==> src/core/sdram_cmd_pkg.sv <==
// Constants, command codes and burst helpers for the DRAM command interface
package sdram_cmd_pkg;
    localparam int ROW_W  = 12;
    localparam int COL_W  = 8;
    localparam int BANK_W = 2;
    localparam int NBANK  = 4;
    localparam int DATA_W = 16;
    localparam int MASK_W = 2;
    localparam int LANE_W = 8;

    // Command code is {rowStrobeN, colStrobeN, writeSelectN}
    localparam logic [2:0] CMD_MODE_SET   = 3'h0;
    localparam logic [2:0] CMD_REFRESH    = 3'h1;
    localparam logic [2:0] CMD_PRECHARGE  = 3'h2;
    localparam logic [2:0] CMD_ACTIVATE   = 3'h3;
    localparam logic [2:0] CMD_WRITE      = 3'h4;
    localparam logic [2:0] CMD_READ       = 3'h5;
    localparam logic [2:0] CMD_BURST_STOP = 3'h6;
    localparam logic [2:0] CMD_IDLE       = 3'h7;

    localparam int PRECHARGE_ALL_FLAG_BIT = 10;

    // Mode word fields
    localparam int MODE_BL_LSB   = 0;
    localparam int MODE_TYPE_BIT = 3;
    localparam int MODE_CL_LSB   = 4;
    localparam int MODE_WB_BIT   = 9;
    localparam logic [2:0] BL_1    = 3'h0;
    localparam logic [2:0] BL_2    = 3'h1;
    localparam logic [2:0] BL_4    = 3'h2;
    localparam logic [2:0] BL_8    = 3'h3;
    localparam logic [2:0] BL_PAGE = 3'h7;
    localparam logic [2:0] CL_3    = 3'h3;
    // Content is undefined after power-up; a definite value keeps simulation clean
    localparam logic [ROW_W-1:0] MODE_RESET = 12'h020;

    // Write queue word: {bank, row, col, data, byte enables}
    localparam int WQ_EN_LSB   = 0;
    localparam int WQ_DATA_LSB = WQ_EN_LSB + MASK_W;
    localparam int WQ_COL_LSB  = WQ_DATA_LSB + DATA_W;
    localparam int WQ_ROW_LSB  = WQ_COL_LSB + COL_W;
    localparam int WQ_BANK_LSB = WQ_ROW_LSB + ROW_W;
    localparam int WQ_W        = WQ_BANK_LSB + BANK_W;
    localparam int WQ_DEPTH    = 8;

    typedef enum logic [1:0] {
        PWR_ACTIVE,
        PWR_DOWN,
        PWR_SUSPEND,
        PWR_SELF_REFRESH
    } power_t;

    function automatic logic [COL_W-1:0] burst_mask(input logic [2:0] blCode);
        case (blCode)
            BL_2:    return 8'h01;
            BL_4:    return 8'h03;
            BL_8:    return 8'h07;
            BL_PAGE: return 8'hFF;
            default: return 8'h00;
        endcase
    endfunction : burst_mask

    function automatic logic [COL_W-1:0] burst_col(input logic [COL_W-1:0] start,
                                                   input logic [COL_W-1:0] beat,
                                                   input logic [2:0]       blCode,
                                                   input logic             interleave);
        logic [COL_W-1:0] lowMask;
        logic [COL_W-1:0] offs;
        lowMask = burst_mask(blCode);
        offs    = interleave ? (start ^ beat) : (start + beat);
        return (start & ~lowMask) | (offs & lowMask);
    endfunction : burst_col
endpackage : sdram_cmd_pkg

==> src/core/sdram_command_interface.sv <==
// Command decoder, bank tracker, burst engine and data path of the DRAM device
// Behaviour
// - Address carries 12-bit row at activate, 8-bit column at read/write.
// - Precharge with address bit 10 set closes all banks, else selected bank.
// - Bank-select inputs pick the bank at activate and column commands.
// - Chip-select high ignores new commands; running burst continues.
// - Inputs sampled on rising edge; strobes decode the operation.
// - Read byte mask high tri-states that lane two cycles later.
// - Write byte mask high blocks that lane in the same cycle.
// - Clock gate low enters power-down, clock-suspend or self-refresh.
// - All strobes low sets mode word from the address inputs.
// - Row strobe high, column strobe low: write-select picks read or write.
// - Read or write commands accepted every cycle, any open bank.
// - Read encoded with chip-select, column strobe low, others high.
// - Mode word sets burst type and length 1, 2, 4, 8 or page.
// - Sequential bursts increment and wrap inside the aligned block.
// - Interleaved bursts use start column XOR beat index.
// - Precharge encoded with chip-select, row strobe, write-select low.
`timescale 1ns/1ps
module sdram_command_interface
    import sdram_cmd_pkg::*;
(
    input  wire logic                             core_clk,
    input  wire logic                             srst,
    input  wire logic                             chipSelectN,
    input  wire logic                             rowStrobeN,
    input  wire logic                             colStrobeN,
    input  wire logic                             writeSelectN,
    input  wire logic                             clockGate,
    input  wire logic [sdram_cmd_pkg::ROW_W-1:0]  address,
    input  wire logic                             bankSelectLo,
    input  wire logic                             bankSelectHi,
    input  wire logic                             upperByteMask,
    input  wire logic                             lowerByteMask,
    input  wire logic [sdram_cmd_pkg::DATA_W-1:0] dataLinesIn,
    output logic      [sdram_cmd_pkg::DATA_W-1:0] dataLinesOut,
    output logic      [sdram_cmd_pkg::DATA_W-1:0] dataLinesOe,
    output logic                                  arrRdEn,
    output logic      [sdram_cmd_pkg::BANK_W-1:0] arrRdBank,
    output logic      [sdram_cmd_pkg::ROW_W-1:0]  arrRdRow,
    output logic      [sdram_cmd_pkg::COL_W-1:0]  arrRdCol,
    input  wire logic [sdram_cmd_pkg::DATA_W-1:0] arrRdData,
    output logic                                  arrWrValid,
    input  wire logic                             arrWrReady,
    output logic      [sdram_cmd_pkg::BANK_W-1:0] arrWrBank,
    output logic      [sdram_cmd_pkg::ROW_W-1:0]  arrWrRow,
    output logic      [sdram_cmd_pkg::COL_W-1:0]  arrWrCol,
    output logic      [sdram_cmd_pkg::DATA_W-1:0] arrWrData,
    output logic      [sdram_cmd_pkg::MASK_W-1:0] arrWrByteEn,
    output logic      [sdram_cmd_pkg::NBANK-1:0]  bankOpen,
    output logic                                  powerDownMode,
    output logic                                  clockSuspendMode,
    output logic                                  selfRefreshMode,
    output logic                                  writeFifoReady,
    output logic                                  writeOverrun
);
    import sdram_cmd_pkg::*;

    logic [ROW_W-1:0]  mode_q;
    logic [ROW_W-1:0]  openRow_q [NBANK];
    power_t            powerState_q;
    power_t            power_d;
    logic              burstActive_q;
    logic              burstWrite_q;
    logic [BANK_W-1:0] burstBank_q;
    logic [COL_W-1:0]  burstStart_q;
    logic [COL_W-1:0]  beat_q;
    logic              rdStageA_q;
    logic              rdStageB_q;
    logic [DATA_W-1:0] rdData_q;
    logic [MASK_W-1:0] maskA_q;
    logic [MASK_W-1:0] maskB_q;
    logic [WQ_W-1:0]   fifoOut;
    logic [WQ_W-1:0]   fifoIn;
    logic              fifoInReady;

    logic [2:0]        cmdCode;
    logic [BANK_W-1:0] cmdBank;
    logic              cmdLive;
    logic              isRead;
    logic              isWrite;
    logic              selfRefreshCmd;
    logic [2:0]        blCode;
    logic              interleave;
    logic              casThree;
    logic              singleWrite;
    logic [COL_W-1:0]  lenMask;
    logic              beatFire;
    logic              beatWrite;
    logic [BANK_W-1:0] beatBank;
    logic [COL_W-1:0]  beatCol;
    logic [MASK_W-1:0] maskNow;
    logic              outValid;
    logic [DATA_W-1:0] outData;

    assign cmdCode        = {rowStrobeN, colStrobeN, writeSelectN};
    assign cmdBank        = {bankSelectHi, bankSelectLo};
    // Deselect and a low clock gate both leave the decoder idle
    assign cmdLive        = ~chipSelectN & clockGate
                          & (powerState_q != PWR_SELF_REFRESH);
    assign isRead         = cmdLive & (cmdCode == CMD_READ)
                          & bankOpen[cmdBank];
    assign isWrite        = cmdLive & (cmdCode == CMD_WRITE)
                          & bankOpen[cmdBank];
    assign selfRefreshCmd = ~chipSelectN & ~clockGate & (cmdCode == CMD_REFRESH);
    assign maskNow        = {upperByteMask, lowerByteMask};

    assign blCode      = mode_q[MODE_BL_LSB +: 3];
    assign interleave  = mode_q[MODE_TYPE_BIT];
    assign casThree    = (mode_q[MODE_CL_LSB +: 3] == CL_3);
    assign singleWrite = mode_q[MODE_WB_BIT];
    assign lenMask     = burst_mask(blCode);

    always_ff @(posedge core_clk) begin
        if (srst) begin
            mode_q <= MODE_RESET;
        end else if (cmdLive && cmdCode == CMD_MODE_SET && bankOpen == '0) begin
            mode_q <= address;
        end
    end

    always_ff @(posedge core_clk) begin
        if (srst) begin
            bankOpen <= '0;
        end else if (cmdLive && cmdCode == CMD_ACTIVATE) begin
            bankOpen[cmdBank] <= 1'b1;
        end else if (cmdLive && cmdCode == CMD_PRECHARGE) begin
            if (address[PRECHARGE_ALL_FLAG_BIT]) begin
                bankOpen <= '0;
            end else begin
                bankOpen[cmdBank] <= 1'b0;
            end
        end
    end

    always_ff @(posedge core_clk) begin
        if (cmdLive && cmdCode == CMD_ACTIVATE) begin
            openRow_q[cmdBank] <= address;
        end
    end

    always_comb begin
        case (powerState_q)
            PWR_SELF_REFRESH: begin
                power_d = clockGate ? PWR_ACTIVE : PWR_SELF_REFRESH;
            end
            default: begin
                if (selfRefreshCmd && bankOpen == '0) begin
                    power_d = PWR_SELF_REFRESH;
                end else if (!clockGate) begin
                    // A burst in flight is suspended rather than powered down
                    power_d = (burstActive_q || arrRdEn || rdStageA_q)
                            ? PWR_SUSPEND : PWR_DOWN;
                end else begin
                    power_d = PWR_ACTIVE;
                end
            end
        endcase
    end

    always_ff @(posedge core_clk) begin
        if (srst) begin
            powerState_q     <= PWR_ACTIVE;
            powerDownMode    <= 1'b0;
            clockSuspendMode <= 1'b0;
            selfRefreshMode  <= 1'b0;
        end else begin
            powerState_q     <= power_d;
            powerDownMode    <= (power_d == PWR_DOWN);
            clockSuspendMode <= (power_d == PWR_SUSPEND);
            selfRefreshMode  <= (power_d == PWR_SELF_REFRESH);
        end
    end

    // A new column command always wins over the beat of the running burst
    always_comb begin
        if (isRead || isWrite) begin
            beatFire  = 1'b1;
            beatWrite = isWrite;
            beatBank  = cmdBank;
            beatCol   = address[COL_W-1:0];
        end else begin
            beatFire  = burstActive_q & clockGate;
            beatWrite = burstWrite_q;
            beatBank  = burstBank_q;
            beatCol   = burst_col(burstStart_q, beat_q, blCode, interleave);
        end
    end

    always_ff @(posedge core_clk) begin
        if (srst) begin
            burstActive_q <= 1'b0;
            burstWrite_q  <= 1'b0;
            burstBank_q   <= '0;
            burstStart_q  <= '0;
            beat_q        <= '0;
        end else if (isRead || isWrite) begin
            burstWrite_q  <= isWrite;
            burstBank_q   <= cmdBank;
            burstStart_q  <= address[COL_W-1:0];
            beat_q        <= COL_W'(1);
            burstActive_q <= (lenMask != '0) && !(isWrite && singleWrite);
        end else if (burstActive_q && clockGate) begin
            beat_q <= beat_q + COL_W'(1);
            // Page bursts wrap round the row until a new read or write command arrives
            if (beat_q == lenMask && blCode != BL_PAGE) begin
                burstActive_q <= 1'b0;
            end
        end
    end

    always_ff @(posedge core_clk) begin
        if (srst) begin
            arrRdEn   <= 1'b0;
            arrRdBank <= '0;
            arrRdRow  <= '0;
            arrRdCol  <= '0;
        end else begin
            arrRdEn   <= beatFire & ~beatWrite;
            arrRdBank <= beatBank;
            arrRdRow  <= openRow_q[beatBank];
            arrRdCol  <= beatCol;
        end
    end

    // Array answers one cycle after arrRdEn; stage B adds the third cycle
    assign outValid = casThree ? rdStageB_q : rdStageA_q;
    assign outData  = casThree ? rdData_q : arrRdData;

    always_ff @(posedge core_clk) begin
        if (srst) begin
            rdStageA_q   <= 1'b0;
            rdStageB_q   <= 1'b0;
            rdData_q     <= '0;
            maskA_q      <= '1;
            maskB_q      <= '1;
            dataLinesOut <= '0;
            dataLinesOe  <= '0;
        end else begin
            rdStageA_q   <= arrRdEn;
            rdStageB_q   <= rdStageA_q;
            rdData_q     <= arrRdData;
            maskA_q      <= maskNow;
            maskB_q      <= maskA_q;
            dataLinesOut <= outData;
            dataLinesOe  <= {{LANE_W{outValid & ~maskB_q[1]}},
                             {LANE_W{outValid & ~maskB_q[0]}}};
        end
    end

    // Masked lanes travel with the word as cleared byte enables
    assign fifoIn = {beatBank, openRow_q[beatBank], beatCol, dataLinesIn, ~maskNow};

    write_fifo #(
        .WIDTH (WQ_W),
        .DEPTH (WQ_DEPTH)
    ) writeQueue (
        .core_clk (core_clk),
        .srst     (srst),
        .inValid  (beatFire & beatWrite),
        .inReady  (fifoInReady),
        .inData   (fifoIn),
        .outValid (arrWrValid),
        .outReady (arrWrReady),
        .outData  (fifoOut)
    );

    assign arrWrBank   = fifoOut[WQ_BANK_LSB +: BANK_W];
    assign arrWrRow    = fifoOut[WQ_ROW_LSB +: ROW_W];
    assign arrWrCol    = fifoOut[WQ_COL_LSB +: COL_W];
    assign arrWrData   = fifoOut[WQ_DATA_LSB +: DATA_W];
    assign arrWrByteEn = fifoOut[WQ_EN_LSB +: MASK_W];

    // The bus cannot be stalled, so a lost beat is only reported
    always_ff @(posedge core_clk) begin
        if (srst) begin
            writeFifoReady <= 1'b0;
            writeOverrun   <= 1'b0;
        end else begin
            writeFifoReady <= fifoInReady;
            writeOverrun   <= writeOverrun | (beatFire & beatWrite & ~fifoInReady);
        end
    end
endmodule : sdram_command_interface

==> src/core/write_fifo.sv <==
// Small FIFO with registered read data and valid/ready on both sides
`timescale 1ns/1ps
module write_fifo #(
    parameter int WIDTH = 40,
    parameter int DEPTH = 8
) (
    input  wire logic             core_clk,
    input  wire logic             srst,
    input  wire logic             inValid,
    output logic                  inReady,
    input  wire logic [WIDTH-1:0] inData,
    output logic                  outValid,
    input  wire logic             outReady,
    output logic      [WIDTH-1:0] outData
);
    localparam int PTR_W = $clog2(DEPTH);
    localparam int CNT_W = PTR_W + 1;

    logic [WIDTH-1:0] mem [DEPTH];
    logic [PTR_W-1:0] wrPtr_q;
    logic [PTR_W-1:0] rdPtr_q;
    logic [CNT_W-1:0] count_q;
    logic             push;
    logic             load;

    assign inReady = (count_q != CNT_W'(DEPTH));
    assign push    = inValid & inReady;
    // Refill the output register whenever it is empty or being taken
    assign load    = (count_q != '0) && (!outValid || outReady);

    always_ff @(posedge core_clk) begin
        if (push) begin
            mem[wrPtr_q] <= inData;
        end
    end

    always_ff @(posedge core_clk) begin
        if (srst) begin
            wrPtr_q <= '0;
            rdPtr_q <= '0;
            count_q <= '0;
        end else begin
            if (push) begin
                wrPtr_q <= wrPtr_q + 1'b1;
            end
            if (load) begin
                rdPtr_q <= rdPtr_q + 1'b1;
            end
            case ({push, load})
                2'b10:   count_q <= count_q + 1'b1;
                2'b01:   count_q <= count_q - 1'b1;
                default: count_q <= count_q;
            endcase
        end
    end

    always_ff @(posedge core_clk) begin
        if (srst) begin
            outValid <= 1'b0;
            outData  <= '0;
        end else if (load) begin
            outValid <= 1'b1;
            outData  <= mem[rdPtr_q];
        end else if (outReady) begin
            outValid <= 1'b0;
        end
    end
endmodule : write_fifo

==> config.mk <==
export PLATFORM = sky130hd
export DESIGN_NAME = sdram_command_interface
export DESIGN_NICKNAME = d
export VERILOG_FILES = /design/src/core/sdram_cmd_pkg.sv /design/src/core/sdram_command_interface.sv /design/src/core/write_fifo.sv
export SDC_FILE = /design/constraint.sdc
export NUM_CORES = 1
export LEC_CHECK = 0
export ABC_AREA = 1
export BUFFER_PORTS_ARGS = -buffer_cell sky130_fd_sc_hd__buf_2
export CORE_UTILIZATION = 25
export CTS_BUF_LIST = sky130_fd_sc_hd__clkbuf_8
export CTS_CLUSTER_SIZE = 28
export DETAILED_ROUTE_END_ITERATION = 10
export SLEW_MARGIN = 20
export SYNTH_ARGS = -nofsm -noshare
export SYNTH_HDL_FRONTEND = slang
export SYNTH_SLANG_ARGS = --single-unit
==> constraint.sdc <==
create_clock -name core_clk -period 3.55 [get_ports core_clk]
set_clock_uncertainty 0.2 [all_clocks]
set_input_delay 0.1775 -clock core_clk [delete_from_list [all_inputs] [get_ports core_clk]]
set_output_delay 0.1775 -clock core_clk [all_outputs]
set_load 0.01 [all_outputs]
# --- Word-level counts from Yosys, hierarchy flattened ---
# Memories as Yosys holds them, arrays and structs flattened. A register that Yosys moved wholly into a read port is not among the register bits.
# Cells that the tools add are included.
totals:
  inputBits: 56
  elab_cells: 150
  out_inout_bits: 105
  mem_bits_rw: 368
  mem_count: 2
  ff_bits: 120
op_classes:
  magnitude_cmp: 2
  reduce_logical: 28
  eq_ne: 20
  n_bitwise: 31
  n_addsub: 6
  muxes: 33
memory_table:
  columns: ["name", "depth", "width", "rd", "rd_clocked_by_memory_dff", "write_ports", "line_no", "text"]
  rows:
  - ["writeQueue.mem", 8, 40, 1, 1, 1, "write_fifo.sv:19", "logic [WIDTH-1:0] mem [DEPTH];"]
  - ["openRow_q", 4, 12, 1, 0, 1, "sdram_command_interface.sv:60", "logic [ROW_W-1:0] openRow_q [NBANK];"]
op_table:
  columns: ["cell", "n"]
  rows:
  - ["$pmux W8 S4", 1]
  - ["$mux W8", 3]
  - ["$and A8 B8 Y8", 2]
  - ["$mux W1", 16]
  - ["$mux W16", 1]
  - ["$and A1 B1 Y1", 15]
  - ["$eq A3 B2 Y1 const B", 5]
  - ["$mux W2", 6]
  - ["$mux W4", 3]
  - ["$logic_and A1 B1 Y1", 11]
  - ["$reduce_bool A2 Y1", 5]
  - ["$eq A3 B3 Y1 const B", 3]
  - ["$add A8 B1 Y8 const B", 1]
  - ["$add A8 B8 Y8", 1]
  - ["$eq A2 B2 Y1 const B", 4]
  - ["$eq A8 B8 Y1", 1]
  - ["$not A8 Y8", 1]
  - ["$or A8 B8 Y8", 1]
  - ["$pmux W4 S2", 1]
  - ["$reduce_bool A8 Y1", 1]
  - ["$xor A8 B8 Y8", 1]
  - ["$add A3 B1 Y3 const B", 2]
  - ["$eq A3 B1 Y1 const B", 2]
  - ["$not A1 Y1", 6]
  - ["22 further kinds", 27]

# --- Depth between registers and ports, before layout ---
# Gate-level depths: netlist of the first run.
depth:
  ltp_word: 11
  mapped_depth: 17
  depth_no_buf: 17

# --- Hierarchy ---
# From an unflattened synthesis of the first run, not the netlist that was laid out.
hier_totals:
  cells_unflattened: 1893
  hier_area_um2: 20598.5
modules_own_cells:
  columns: ["module", "area_each_um2", "cells_each", "instances"]
  rows:
  - ["write_fifo", 14547.7, 1212, 1]
  - ["sdram_command_interface", 6050.8, 681, 1]

# --- Worst setup path after synthesis of the first run ---
# No wires, ideal clock.
synth_timing:
  kind: "reg-to-reg"
  start: "reg bankOpen[1] (netlist bit)"
  end: "mem writeQueue.mem[1][0] (enable)"
  arrival_time_ns: 2.920
  slack_ns: -0.008
  path_stages_with_launch: 10
  setup_time_ns: 0.438
  period_less_slack_ns: 3.558
  n_path_buf: 1
  cell_sequence: "dfxtp_1 inv_1 nand2_1 nand2_2 nor2_8 nand2_8 buf_6 nand2_4 nand4_1 nor2_1"
synth_between:
  elab_chain_len: 9
  elab_cells_between_ends: 11
  cone_classes: "6 x mux; 4 x bitwise; 1 x reduce/logical"
synth_lines:
  columns: ["item", "line_no", "text"]
  rows:
  - ["start: declaration", "sdram_command_interface.sv:50", "output logic [sdram_cmd_pkg::NBANK-1:0] bankOpen,"]
  - ["start signal: assignment", "sdram_command_interface.sv:124", "bankOpen <= '0;"]
  - ["start signal: indexed assignment", "sdram_command_interface.sv:126", "bankOpen[cmdBank] <= 1'b1;"]
  - ["start signal: assignment", "sdram_command_interface.sv:129", "bankOpen <= '0;"]
  - ["$bmux W1 S2 *", "sdram_command_interface.sv:102, sdram_command_interface.sv:104", null]
  - ["$mux W1 (not written as such) *", "sdram_command_interface.sv:102, sdram_command_interface.sv:104", null]
  - ["$and A1 B1 Y1, on equally long branches", "sdram_command_interface.sv:102, sdram_command_interface.sv:104", null]
  - ["$logic_or A1 B1 Y1", "sdram_command_interface.sv:177", "if (isRead || isWrite) begin"]
  - ["$mux W1", "sdram_command_interface.sv:177", null]
  - ["$and A1 B1 Y1 *", "sdram_command_interface.sv:260", ".inValid (beatFire & beatWrite),"]
  - ["$and A1 B1 Y1 *", "write_fifo.sv:27", "assign push = inValid & inReady;"]
  - ["$mux W1 *", "write_fifo.sv:32", "if (push) begin"]
  - ["$mux W1 (not written as such) *", "write_fifo.sv:33", "mem[wrPtr_q] <= inData;"]
  - ["end: declaration", "write_fifo.sv:19", null]
# Mark *: on every way between the ends. The rest lies on a longest branch, timed or not. The select of a mux whose other input is x is not followed.

# --- Worst setup path in the final report of the first run ---
layout_timing:
  start: "in bankSelectHi"
  end: "reg writeQueue.count_q[2]"
layout_between:
  elab_chain_len: 9
  elab_cells_between_ends: 13
  cone_classes: "2 x eq/ne; 5 x mux; 4 x bitwise; 2 x reduce/logical"
layout_lines:
  columns: ["item", "line_no", "text"]
  rows:
  - ["start: declaration", "sdram_command_interface.sv:32", "input wire logic bankSelectHi,"]
  - ["$bmux W1 S2 *", "sdram_command_interface.sv:102, sdram_command_interface.sv:104", null]
  - ["$mux W1 (not written as such) *", "sdram_command_interface.sv:102, sdram_command_interface.sv:104", null]
  - ["$and A1 B1 Y1, on equally long branches", "sdram_command_interface.sv:102, sdram_command_interface.sv:104", null]
  - ["$logic_or A1 B1 Y1", "sdram_command_interface.sv:177", null]
  - ["$mux W1", "sdram_command_interface.sv:177", null]
  - ["$and A1 B1 Y1 *", "sdram_command_interface.sv:260", null]
  - ["$and A1 B1 Y1 *", "write_fifo.sv:27", null]
  - ["$eq A2 B1 Y1 or $eq A2 B2 Y1 (tied branches)", "write_fifo.sv:49", "case ({push, load})"]
  - ["$pmux W4 S2 or $reduce_bool A2 Y1 (tied branches)", null, null]
  - ["end signal: assignment", "write_fifo.sv:50", "2'b10: count_q <= count_q + 1'b1;"]
  - ["end signal: assignment", "write_fifo.sv:51", "2'b01: count_q <= count_q - 1'b1;"]
  - ["end signal: assignment", "write_fifo.sv:52", "default: count_q <= count_q;"]
  - ["end: declaration", "write_fifo.sv:22", "logic [CNT_W-1:0] count_q;"]
# Marks and branches as above.
# A chain may end at the register's enable or synchronous reset.

==> impl_metrics.env, run 1 <==
export IMPL_num_nets_final=2034
export IMPL_crit_type="input port to flop"
export IMPL_arrival_ns=3.69
export IMPL_cp_start_kind="input port"
export IMPL_placed_cells=2851
export IMPL_grt_busiest_layer="met2"
export IMPL_dieWidth_um=284.8
export IMPL_drt_iter0_drc=1126
export IMPL_clockBufferDepth=3
export IMPL_p_comb_share_pct=21.6
export IMPL_areaGrowthSynthToFinish_pct=21.90
export IMPL_hp_class="input port to flop"
export IMPL_switching_share_pct=31.32
export IMPL_viasPerCell=4.513
export IMPL_status="finished, final reports clean"
export IMPL_power_density_nw_per_um2=621.9
export IMPL_die_h_um=284.8
export IMPL_pin_count=161
export IMPL_syn_cell_area_um2=20000
export IMPL_cts_tree="yes"
export IMPL_synth_cells=1732
export IMPL_grt_max_degree=164
export IMPL_syn_area_per_cell_um2=11.55
export IMPL_ys_ff_latch=519
export IMPL_setup_viol=0
export IMPL_mostFrequentLayoutCells="368 x edfxtp_1, 242 x o21ai_0, 234 x nor2_1, 203 x nand2_1, 160 x buf_2"
export IMPL_detailed_place_hpwl_um=30010
export IMPL_firstDrtPassIters=5
export IMPL_route_vias_total=13920
export IMPL_synth_area_top_cells="edfxtp_1 55%, dfxtp_1 15%, o21ai_0 6.1%"
export IMPL_slew_headroom_pct=34.13
export IMPL_yosysWarningCount=0
export IMPL_port_buffers=160
export IMPL_overflow=0
export IMPL_path_clk_slew_ns=0.06
export IMPL_start_util_pct=25.27
export IMPL_rsz0062_at_grt="false"
export IMPL_grt_pass1_wl_um=79230
export IMPL_seqPwrFrac_pct=45.4
export IMPL_post_cts_buffers=0
export IMPL_fin_crit_ns=3.346
export IMPL_wl_per_cell_um=16.69
export IMPL_fillers=8066
export IMPL_p_clk_share_pct=33.0
export IMPL_synth_nets=1802
export IMPL_grt_pass1_vias=13740
export IMPL_cp_max_fo=17
export IMPL_synth_top_family_by_area="compound AO/OA/AOI/OAI gates"
export IMPL_drv_cap=0
export IMPL_core_area_um2=79130
export IMPL_clock_sinks=519
export IMPL_layout_drive_gt1_share_pct=16.64
export IMPL_p_switching_uw=4749
export IMPL_end_kind="flop"
export IMPL_leakage_uw=0.009045
export IMPL_yosys_area_share_simple_pct=11.39
export IMPL_globalplace_congestion=0.8377
export IMPL_yosysTopAreaCell="edfxtp_1"
export IMPL_synth_compound_gate_area_share_pct=12.44
export IMPL_drc=0
export IMPL_layout_commonest_cell="edfxtp_1"
export IMPL_ir_worst_vdd_v=0.0004701
export IMPL_synth_distinct_cells=43
export IMPL_die_area_um2=81130
export IMPL_cts_buffers=85
export IMPL_synth_mux_area_share_pct=0
export IMPL_fin_util_pct=30.81
export IMPL_finalCritPeriodShare_pct=94.25
export IMPL_wl_um=51440
export IMPL_synthXorXnorAreaFrac_pct=0.4379
export IMPL_worst_pin_slew_ns=0.9866
export IMPL_power_uw=15160
export IMPL_stdcell_count=3083
export IMPL_met1_usage_pct=16.64
export IMPL_cts_root_buf="clkbuf_8"
export IMPL_synth_adder_area_share_pct=0.9134
export IMPL_rows=103
export IMPL_fmax_mhz=298.9
export IMPL_gr_usage_met3_pct=2.392
export IMPL_hold_viol=0
export IMPL_critPathRequiredTime_ns=3.89
export IMPL_yosys_area_top_type_share_pct=55.26
export IMPL_clk_latency_ns=0.66
export IMPL_power_internal_uw=10410
export IMPL_drtAntennaViolNets=0
export IMPL_ys_seq_area_share_pct=70.37
export IMPL_report_final_slew_viol_count=0
export IMPL_h_tree_depth=3
export IMPL_grt_antenna_before_repair=1
export IMPL_grtUsageMet2_pct=20.43
export IMPL_setup_tns_ns=0
export IMPL_grt_total_usage_pct=12.45
critical path: stages:
cell and delay [ns]:
dlygate4sd3_1 0.53, buf_2 0.21, nor2_2 0.16, nand2_2 0.09
nand2_2 0.11, nor2_8 0.04, dlygate4sd3_1 0.64, nand2_8 0.18
nand2_1 0.10, nand2_2 0.14, nand3_2 0.15, ha_1 0.29
xor2_2 0.18, ha_1 0.21, a21oi_1 0.17, xor2_1 0.09
o21ai_0 0.15, inv_1 0.05
final timing paths:
path / startpoint / end / slack [ns] / depth (start not counted)
worst max-delay path: bankSelectHi / writeQueue.count_q[2] / 0.20 / 18
worst min-delay path: address[11] / openRow_q[1][11] / 0.10 / 2
worst max register to register: powerState_q[0] / writeQueue.count_q[2] / 0.24 / 15
worst min register to register: maskB_q[1] / dataLinesOe[8] / 0.19 / 1
per-layer routing:
layer / part of all wire (%) / routed length, um
met2: 48 / 24490
met1: 44 / 22840
met3: 6.1 / 3146
met5: 0.025 / 13
met4: 1.9 / 953
area by class of cell:
type | instances | area (um^2) | share of cell area [%]
clock buffer | 95 | 1308 | 5.363
timing repair buffer | 260 | 1854 | 7.606
multi-input combinational | 1006 | 5139 | 21.08
sequential | 519 | 14080 | 57.75
antenna | 2 | 5.005 | 0.02053
tap | 1050 | 1314 | 5.389
clock inverter | 59 | 332.8 | 1.365
inverter | 92 | 347.8 | 1.427
power by group through the flow:
stage / registers [uW] / clock network [uW] / logic [uW]
floorplan: 7060 / 0 / 2060
global placement: 7010 / 0 / 3160
detailed placement: 7010 / 0 / 3250
CTS: 6880 / 5150 / 3340
global route: 6910 / 5420 / 3700
finish: 6880 / 5010 / 3270
flip-flops by register name (all words and copies together) (netlist names), 2 cells and up:
| signal | flops |
|---|---|
| powerState_q | 2 |
| arrRdBank | 2 |
| writeQueue.mem | 320 |
| arrRdRow | 12 |
| dataLinesOe | 2 |
| writeQueue.outData | 40 |
| maskA_q | 2 |
| arrRdCol | 8 |
| dataLinesOut | 16 |
| mode_q | 8 |
| openRow_q | 48 |
| writeQueue.count_q | 4 |
| burstStart_q | 8 |
| writeQueue.wrPtr_q | 3 |
| bankOpen | 4 |
| beat_q | 8 |
| rdData_q | 16 |
| writeQueue.rdPtr_q | 3 |
| maskB_q | 2 |
repair_timing:
action / 4_1_cts / 5_1_grt
hold buffers: 76 / 0
hold endpoints to repair: 306 / 0
endpoints found under the setup margin: 0 / 6
resized for setup: 0 / 3
cells by family after synthesis:
logic type / Yosys count
compound gates: 440
xor+xnor: 10
fa+ha+maj: 14
buf+inv: 207
flops: 519
simple gates: 542
synth_stat cells, drive strengths merged:
master    n
nand3b    1
a21oi    79
buf      38
o31ai     2
a211oi    1
o21a      1
inv      92
nor3      5
xor2      9
nand4     8
dfxtp   151
nor2    247
edfxtp  368
o221ai   46
o22ai    39
a31oi    19
o21bai    2
o21ai   244
fa        1
o211ai    4
nor3b     1
nand2   213
xnor2     1
ha       13
a221oi    3
nand3    62
or2       3
nor4      2
clkbuf   77
metrics by stage:
stage / hold WS [ns] / instance area (um^2) / worst slack, ns
final: 0.1015 / 24380 / 0.2042
after global routing: 0.08887 / 24370 / 0.005268
after CTS: 0.04251 / 24360 / 0.1280
after detailed placement: 0.1853 / 21960 / 0.6992
after global placement: 0.1852 / 21960 / 0.7672
after floorplan: 0.07637 / 20000 / -0.007637
(Power assumes the default switching activity.)
==> run 2: changes to the inputs <==
--- a/config.mk
+++ b/config.mk
@@ -11,6 +11,7 @@
 export CTS_BUF_LIST = sky130_fd_sc_hd__clkbuf_8
 export CTS_CLUSTER_SIZE = 28
 export DETAILED_ROUTE_END_ITERATION = 10
+export RECOVER_POWER = 25
 export SLEW_MARGIN = 20
 export SYNTH_ARGS = -nofsm -noshare
 export SYNTH_HDL_FRONTEND = slang
==> run 2 against run 1 <==
  * The run now ends with capacitance limit, slew limit left
  * Via count increased by 0.16%
  * Core utilization decreased by 0.13 points
  * Cell area decreased by 0.42%
  * First-iteration DRC count increased by 2.8%
  * Global-route usage unchanged
  * Count of clock-buffer cells in the layout unchanged
  * Sequential power about the same
  * Wire length about the same
  * Sequential share of layout area increased by 0.24 points
  * Clock power about the same
  * Die area unchanged
  * Worst hold slack improved by 0.019 ns
  * Critical endpoint unchanged
  * Highest routed layer unchanged
==> impl_metrics.env, run 2 (synthesis results as in run 1) <==
export IMPL_worst_pin_slew_ns=1.606
export IMPL_layout_drive_gt1_share_pct=12.75
export IMPL_hp_class="input port to flop"
export IMPL_hold_viol=0
export IMPL_fin_crit_ns=3.337
export IMPL_cts_root_buf="clkbuf_8"
export IMPL_h_tree_depth=3
export IMPL_slew_headroom_pct=-7.080
export IMPL_start_util_pct=25.27
export IMPL_cp_max_fo=17
export IMPL_largest_reg_flops=320
export IMPL_wl_per_cell_um=16.70
export IMPL_power_internal_uw=10390
export IMPL_cp_start_kind="input port"
export IMPL_setup_tns_ns=0
export IMPL_p_clk_share_pct=33.1
export IMPL_critPathRequiredTime_ns=3.90
export IMPL_die_h_um=284.8
export IMPL_viasPerCell=4.521
export IMPL_end_kind="flop"
export IMPL_post_cts_buffers=0
export IMPL_p_switching_uw=4761
export IMPL_detailed_place_hpwl_um=30010
export IMPL_grt_pass1_wl_um=79230
export IMPL_overflow=0
export IMPL_setup_viol=0
export IMPL_clock_sinks=519
export IMPL_path_cells="dlygate4sd3_1 > buf_2 > nor2_2 > nand2_2 > nand2_2 > nor2_8 > dlygate4sd3_1 > nand2_8 > nand2_1 > nand2_2 > nand3_2 > ha_1 > xor2_2 > ha_1 > a21oi_1 > xor2_1 > o21ai_0 > inv_1"
export IMPL_crit_buf_inv=4
export IMPL_clk_latency_ns=0.66
export IMPL_p_comb_share_pct=21.4
export IMPL_power_uw=15150
export IMPL_top_regs="writeQueue.mem: 320 flops, openRow_q: 48 flops, writeQueue.outData: 40 flops"
export IMPL_setup_slack_ns=0.2128
export IMPL_num_nets_final=2034
export IMPL_violations="capacitance limit, slew limit"
export IMPL_clockBufferDepth=3
export IMPL_drv_cap=1
export IMPL_grt_antenna_before_repair=1
export IMPL_crit_path_top_delay_cell="dlygate4sd3_1"
export IMPL_die_area_um2=81130
export IMPL_grt_max_degree=164
export IMPL_regMostFlops="writeQueue.mem"
export IMPL_rsz0062_at_grt="false"
export IMPL_reg2reg_slack_ns=0.23
export IMPL_fmax_mhz=299.6
export IMPL_seqPwrFrac_pct=45.4
export IMPL_drtAntennaViolNets=0
export IMPL_status="complete, but fails checks"
export IMPL_mostFrequentLayoutCells="368 x edfxtp_1, 242 x o21ai_0, 234 x nor2_1, 203 x nand2_1, 148 x dfxtp_1"
export IMPL_place_worst_setup_slack_ns=0.6992
export IMPL_cts_tree="yes"
export IMPL_port_buffers=160
export IMPL_rows=103
export IMPL_firstDrtPassIters=5
export IMPL_report_final_slew_viol_count=37
export IMPL_globalplace_congestion=0.8377
export IMPL_fin_util_pct=30.68
export IMPL_whs_path_depth=4
export IMPL_timing_rr_start="powerState_q[0]"
export IMPL_grt_total_usage_pct=12.45
export IMPL_rr_worst_depth=15
export IMPL_grt_pass1_vias=13740
export IMPL_drc=0
export IMPL_crit_family="buffers and inverters"
export IMPL_ir_worst_vdd_v=0.0004691
export IMPL_power_density_nw_per_um2=624.0
export IMPL_worstHoldStart="arrRdData[4]"
export IMPL_route_vias_total=13940
export IMPL_hold_ws_ns=0.1201
export IMPL_drt_iter0_drc=1158
export IMPL_layout_commonest_cell="edfxtp_1"
export IMPL_crit_top_cell="nand2_2"
export IMPL_critPathMaxStageDelay_ns=0.64
export IMPL_timing_rr_end="writeQueue.count_q[2]"
export IMPL_areaGrowthSynthToFinish_pct=21.39
export IMPL_wl_um=51480
export IMPL_finalCritPeriodShare_pct=94.01
export IMPL_min_to="rdData_q[4]"
export IMPL_path_clk_slew_ns=0.06
export IMPL_switching_share_pct=31.43
export IMPL_crit_type="input port to flop"
export IMPL_core_area_um2=79130
export IMPL_arrival_ns=3.68
export IMPL_pin_count=161
export IMPL_leakage_uw=0.008783
export IMPL_dieWidth_um=284.8
export IMPL_cts_buffers=85
==> run 2: layer usage <==
| metal | wire length, um | GRT usage, % |
|---|---|---|
| met1 | 22880 | 16.64 |
| met2 | 24590 | 20.43 |
| met3 | 3093 | 2.392 |
| met4 | 895 | 3.535 |
| met5 | 13 | 0 |
==> run 2: timing repair <==
item,in CTS,in global routing
endpoints found under the setup margin,0,6
endpoints found under the hold margin,306,0
resized for setup,0,3
hold buffers,76,0
==> run 2: power by group through the flow <==
stage	Clock, uW	Sequential (uW)	Combinational, uW
floorplan	0	7060	2060
global placement	0	7010	3160
CTS	5150	6880	3340
finish	5020	6880	3250
global route	5420	6910	3680
detailed placement	0	7010	3250
==> run 2: worst max path at each step <==
stage,from,to,slack (ns),depth (start not counted)
after detailed placement,bankSelectHi,writeQueue.count_q[2],0.70,15
after global placement,powerState_q[0],writeQueue.count_q[2],0.77,15
after CTS,powerState_q[0],writeQueue.count_q[2],0.13,15
after floorplan,bankOpen[1],writeQueue.mem[1][0],-0.008,9
after global routing,bankSelectHi,writeQueue.count_q[2],0.005,18
final,bankSelectHi,writeQueue.count_q[2],0.21,18
==> run 2: worst reg2reg max path: stages, from the launching register on <==
cell           delay [ns]
dfxtp_1              0.31
nand2_1              0.09
nand3_2              0.15
nor2_8               0.15
dlygate4sd3_1        0.68
nand2_8              0.15
nand2_1              0.13
nand2_2              0.11
nand3_2              0.15
ha_1                 0.28
xor2_2               0.22
ha_1                 0.17
a21oi_1              0.05
xor2_1               0.18
o21ai_0              0.15
inv_1                0.05
==> run 2: layout make-up <==
class	instances	area [um^2]
diodes	2	5.005
clock buffers	95	1308
clock inverters	59	332.8
fillers	8107	54850
inverters	92	347.8
multi-input cells	1006	5139
flip-flops and latches	519	14080
well taps	1050	1314
repair buffers	260	1752
==> run 2: per-stage QoR <==
stage / std cells / cell area, um^2
final: 3083 / 24280
after global routing: 3081 / 24270
after CTS: 3081 / 24360
after detailed placement: 2851 / 21960
after global placement: 2851 / 21960
after floorplan: 1732 / 20000
==> run 3: changes to the inputs <==
--- a/config.mk
+++ b/config.mk
@@ -11,6 +11,7 @@
 export CTS_BUF_LIST = sky130_fd_sc_hd__clkbuf_8
 export CTS_CLUSTER_SIZE = 28
 export DETAILED_ROUTE_END_ITERATION = 10
+export PLACE_DENSITY_LB_ADDON = 0.25
 export RECOVER_POWER = 25
 export SLEW_MARGIN = 20
 export SYNTH_ARGS = -nofsm -noshare
==> constraint.sdc (replaced) <==
create_clock -name core_clk -period 2.95 [get_ports core_clk]
set_clock_uncertainty 0.2 [all_clocks]
set_input_delay 0.1475 -clock core_clk [delete_from_list [all_inputs] [get_ports core_clk]]
set_output_delay 0.1475 -clock core_clk [all_outputs]
set_load 0.01 [all_outputs]
==> run 3 against run 2 <==
  * The flow still finishes with violations (capacitance limit, slew limit)
  * Global-route usage up 1.3 points
  * Non-clock buffer count rose by 33
  * Worst hold slack improved by 0.039 ns
  * Count of clock-buffer cells in the layout increased by 6
  * Core utilization up 0.67 points
  * Combinational power is 25% higher
  * Sequential share of layout area down 1.2 points
  * Critical endpoint is now bankOpen[3]
  * Highest routed layer is now met4
==> impl_metrics.env, run 3 (synthesis results as in run 1) <==
export IMPL_dieWidth_um=284.8
export IMPL_end_kind="flop"
export IMPL_h_tree_depth=3
export IMPL_mostFrequentLayoutCells="368 x edfxtp_1, 242 x o21ai_0, 235 x nor2_1, 203 x nand2_1, 148 x dfxtp_1"
export IMPL_layout_drive_gt1_share_pct=14.73
export IMPL_slew_headroom_pct=-0.4429
export IMPL_layout_commonest_cell="edfxtp_1"
export IMPL_crit_family="buffers and inverters"
export IMPL_fin_area_um2=24810
export IMPL_start_util_pct=25.27
export IMPL_route_vias_total=13980
export IMPL_report_final_slew_viol_count=63
export IMPL_viasPerCell=4.456
export IMPL_dpl_instance_area_um2=22160
export IMPL_ir_worst_vdd_v=0.0005320
export IMPL_areaGrowthSynthToFinish_pct=24.03
export IMPL_drc=0
export IMPL_power_uw=18810
export IMPL_clockBufferDepth=3
export IMPL_drtAntennaViolNets=0
export IMPL_clock_sinks=519
export IMPL_fin_crit_ns=2.632
export IMPL_overflow=0
export IMPL_path_cells="nand2_1 > nand2_1 > nor2_1 > nand3_1 > dlygate4sd3_1 > a221oi_1 > dlygate4sd3_1"
export IMPL_finalCritPeriodShare_pct=89.23
export IMPL_cts_root_buf="clkbuf_8"
export IMPL_setup_viol=0
export IMPL_crit_path_top_delay_cell="dlygate4sd3_1"
export IMPL_placed_cells=2867
export IMPL_drt_iter0_drc=817
export IMPL_cp_max_fo=4
export IMPL_worst_pin_slew_ns=1.507
export IMPL_port_buffers=160
export IMPL_cts_buffers=93
export IMPL_fmax_mhz=379.9
export IMPL_arrival_ns=3.05
export IMPL_rsz0062_at_grt="false"
export IMPL_clk_latency_ns=0.69
export IMPL_wl_um=56260
export IMPL_grt_max_degree=164
export IMPL_hp_class="input port to flop"
export IMPL_status="complete, but fails checks"
export IMPL_rows=103
export IMPL_globalplace_congestion=0.8104
export IMPL_critPathRequiredTime_ns=3.37
export IMPL_critPathMaxStageDelay_ns=0.62
export IMPL_hold_viol=0
export IMPL_drv_cap=1
export IMPL_crit_buf_inv=2
export IMPL_detailed_place_hpwl_um=33060
export IMPL_power_density_nw_per_um2=758.3
export IMPL_core_area_um2=79130
export IMPL_regMostFlops="writeQueue.mem"
export IMPL_largest_reg_flops=320
export IMPL_top_regs="writeQueue.mem: 320 flops, openRow_q: 48 flops, writeQueue.outData: 40 flops"
export IMPL_crit_type="flop to flop"
export IMPL_cts_tree="yes"
export IMPL_die_h_um=284.8
export IMPL_hold_ws_ns=0.1594
export IMPL_grt_pass1_wl_um=85590
export IMPL_stdcell_count=3136
export IMPL_pin_count=161
export IMPL_num_nets_final=2075
export IMPL_violations="capacitance limit, slew limit"
export IMPL_grt_pass1_vias=14150
export IMPL_leakage_uw=0.009079
export IMPL_die_area_um2=81130
export IMPL_grt_antenna_before_repair=0
export IMPL_path_clk_slew_ns=0.06
export IMPL_cp_start_kind="flop"
export IMPL_grt_total_usage_pct=13.78
export IMPL_wl_per_cell_um=17.94
export IMPL_firstDrtPassIters=6
==> run 3: cell count changes in the layout (fill, tap and decap cells not counted), sizes merged <==
cell,before,now
bufinv,3,2
buf,105,137
inv,126,123
dlygate4sd3,76,93
clkbuf,174,164
clkinv,19,35
clkinvlp,3,5
==> run 3: through the flow <==
stage          worst slack (ns)  utilization, %  TNS [ns]
6_report                 0.3177           31.35         0
5_1_grt                 0.01919           31.34         0
4_1_cts                  0.2241           31.43         0
3_5_place_dp             0.2183           28.01         0
3_3_place_gp             0.2202           28.01         0
2_1_floorplan           -0.6076               -   -170.04
==> run 3: timing repair <==
item / CTS / global route
endpoints found under the setup margin: 0 / 1
setup buffers: 0 / 0
hold endpoints to repair: 344 / 0
hold buffers: 93 / 0
gates resized for setup: 0 / 3
==> run 3: layout make-up <==
type / count / area, um^2
clock buffers: 101 / 1390
clock inverters: 73 / 387.9
multi-input cells: 1006 / 5132
repair buffers: 293 / 2147
flip-flops and latches: 519 / 14080
diodes: 2 / 5.005
well taps: 1050 / 1314
fillers: 8169 / 54320
inverters: 92 / 349.1
==> run 3: worst paths after layout <==
kind                                 startpoint             end  slack [ns]  depth (start not counted)
worst min-delay path              upperByteMask      maskA_q[1]        0.16                          4
worst max register to register  powerState_q[0]     bankOpen[3]        0.32                          7
worst min register to register       maskB_q[1]  dataLinesOe[8]        0.20                          1
worst max-delay path            powerState_q[0]     bankOpen[3]        0.32                          7
==> run 3: tightest hold or removal path: stages <==
cell and delay (ns):
dlygate4sd3_1 0.52, buf_2 0.10, inv_1 0.13, nand2_1 0.11
==> run 3: power breakdown <==
group	internal (uW)	switching, uW
Sequential	8110	192
Clock	3360	3080
Combinational	1270	2810
==> run 3: metal layers <==
metal | GRT usage [%] | part of all wire (%) | vias up
met5 | 0 | 0 | -
met4 | 4.140 | 1.9 | 0
met3 | 3.048 | 4.9 | 86
met2 | 22.87 | 48 | 310
met1 | 17.88 | 45 | 6848
li1 | - | - | 6731
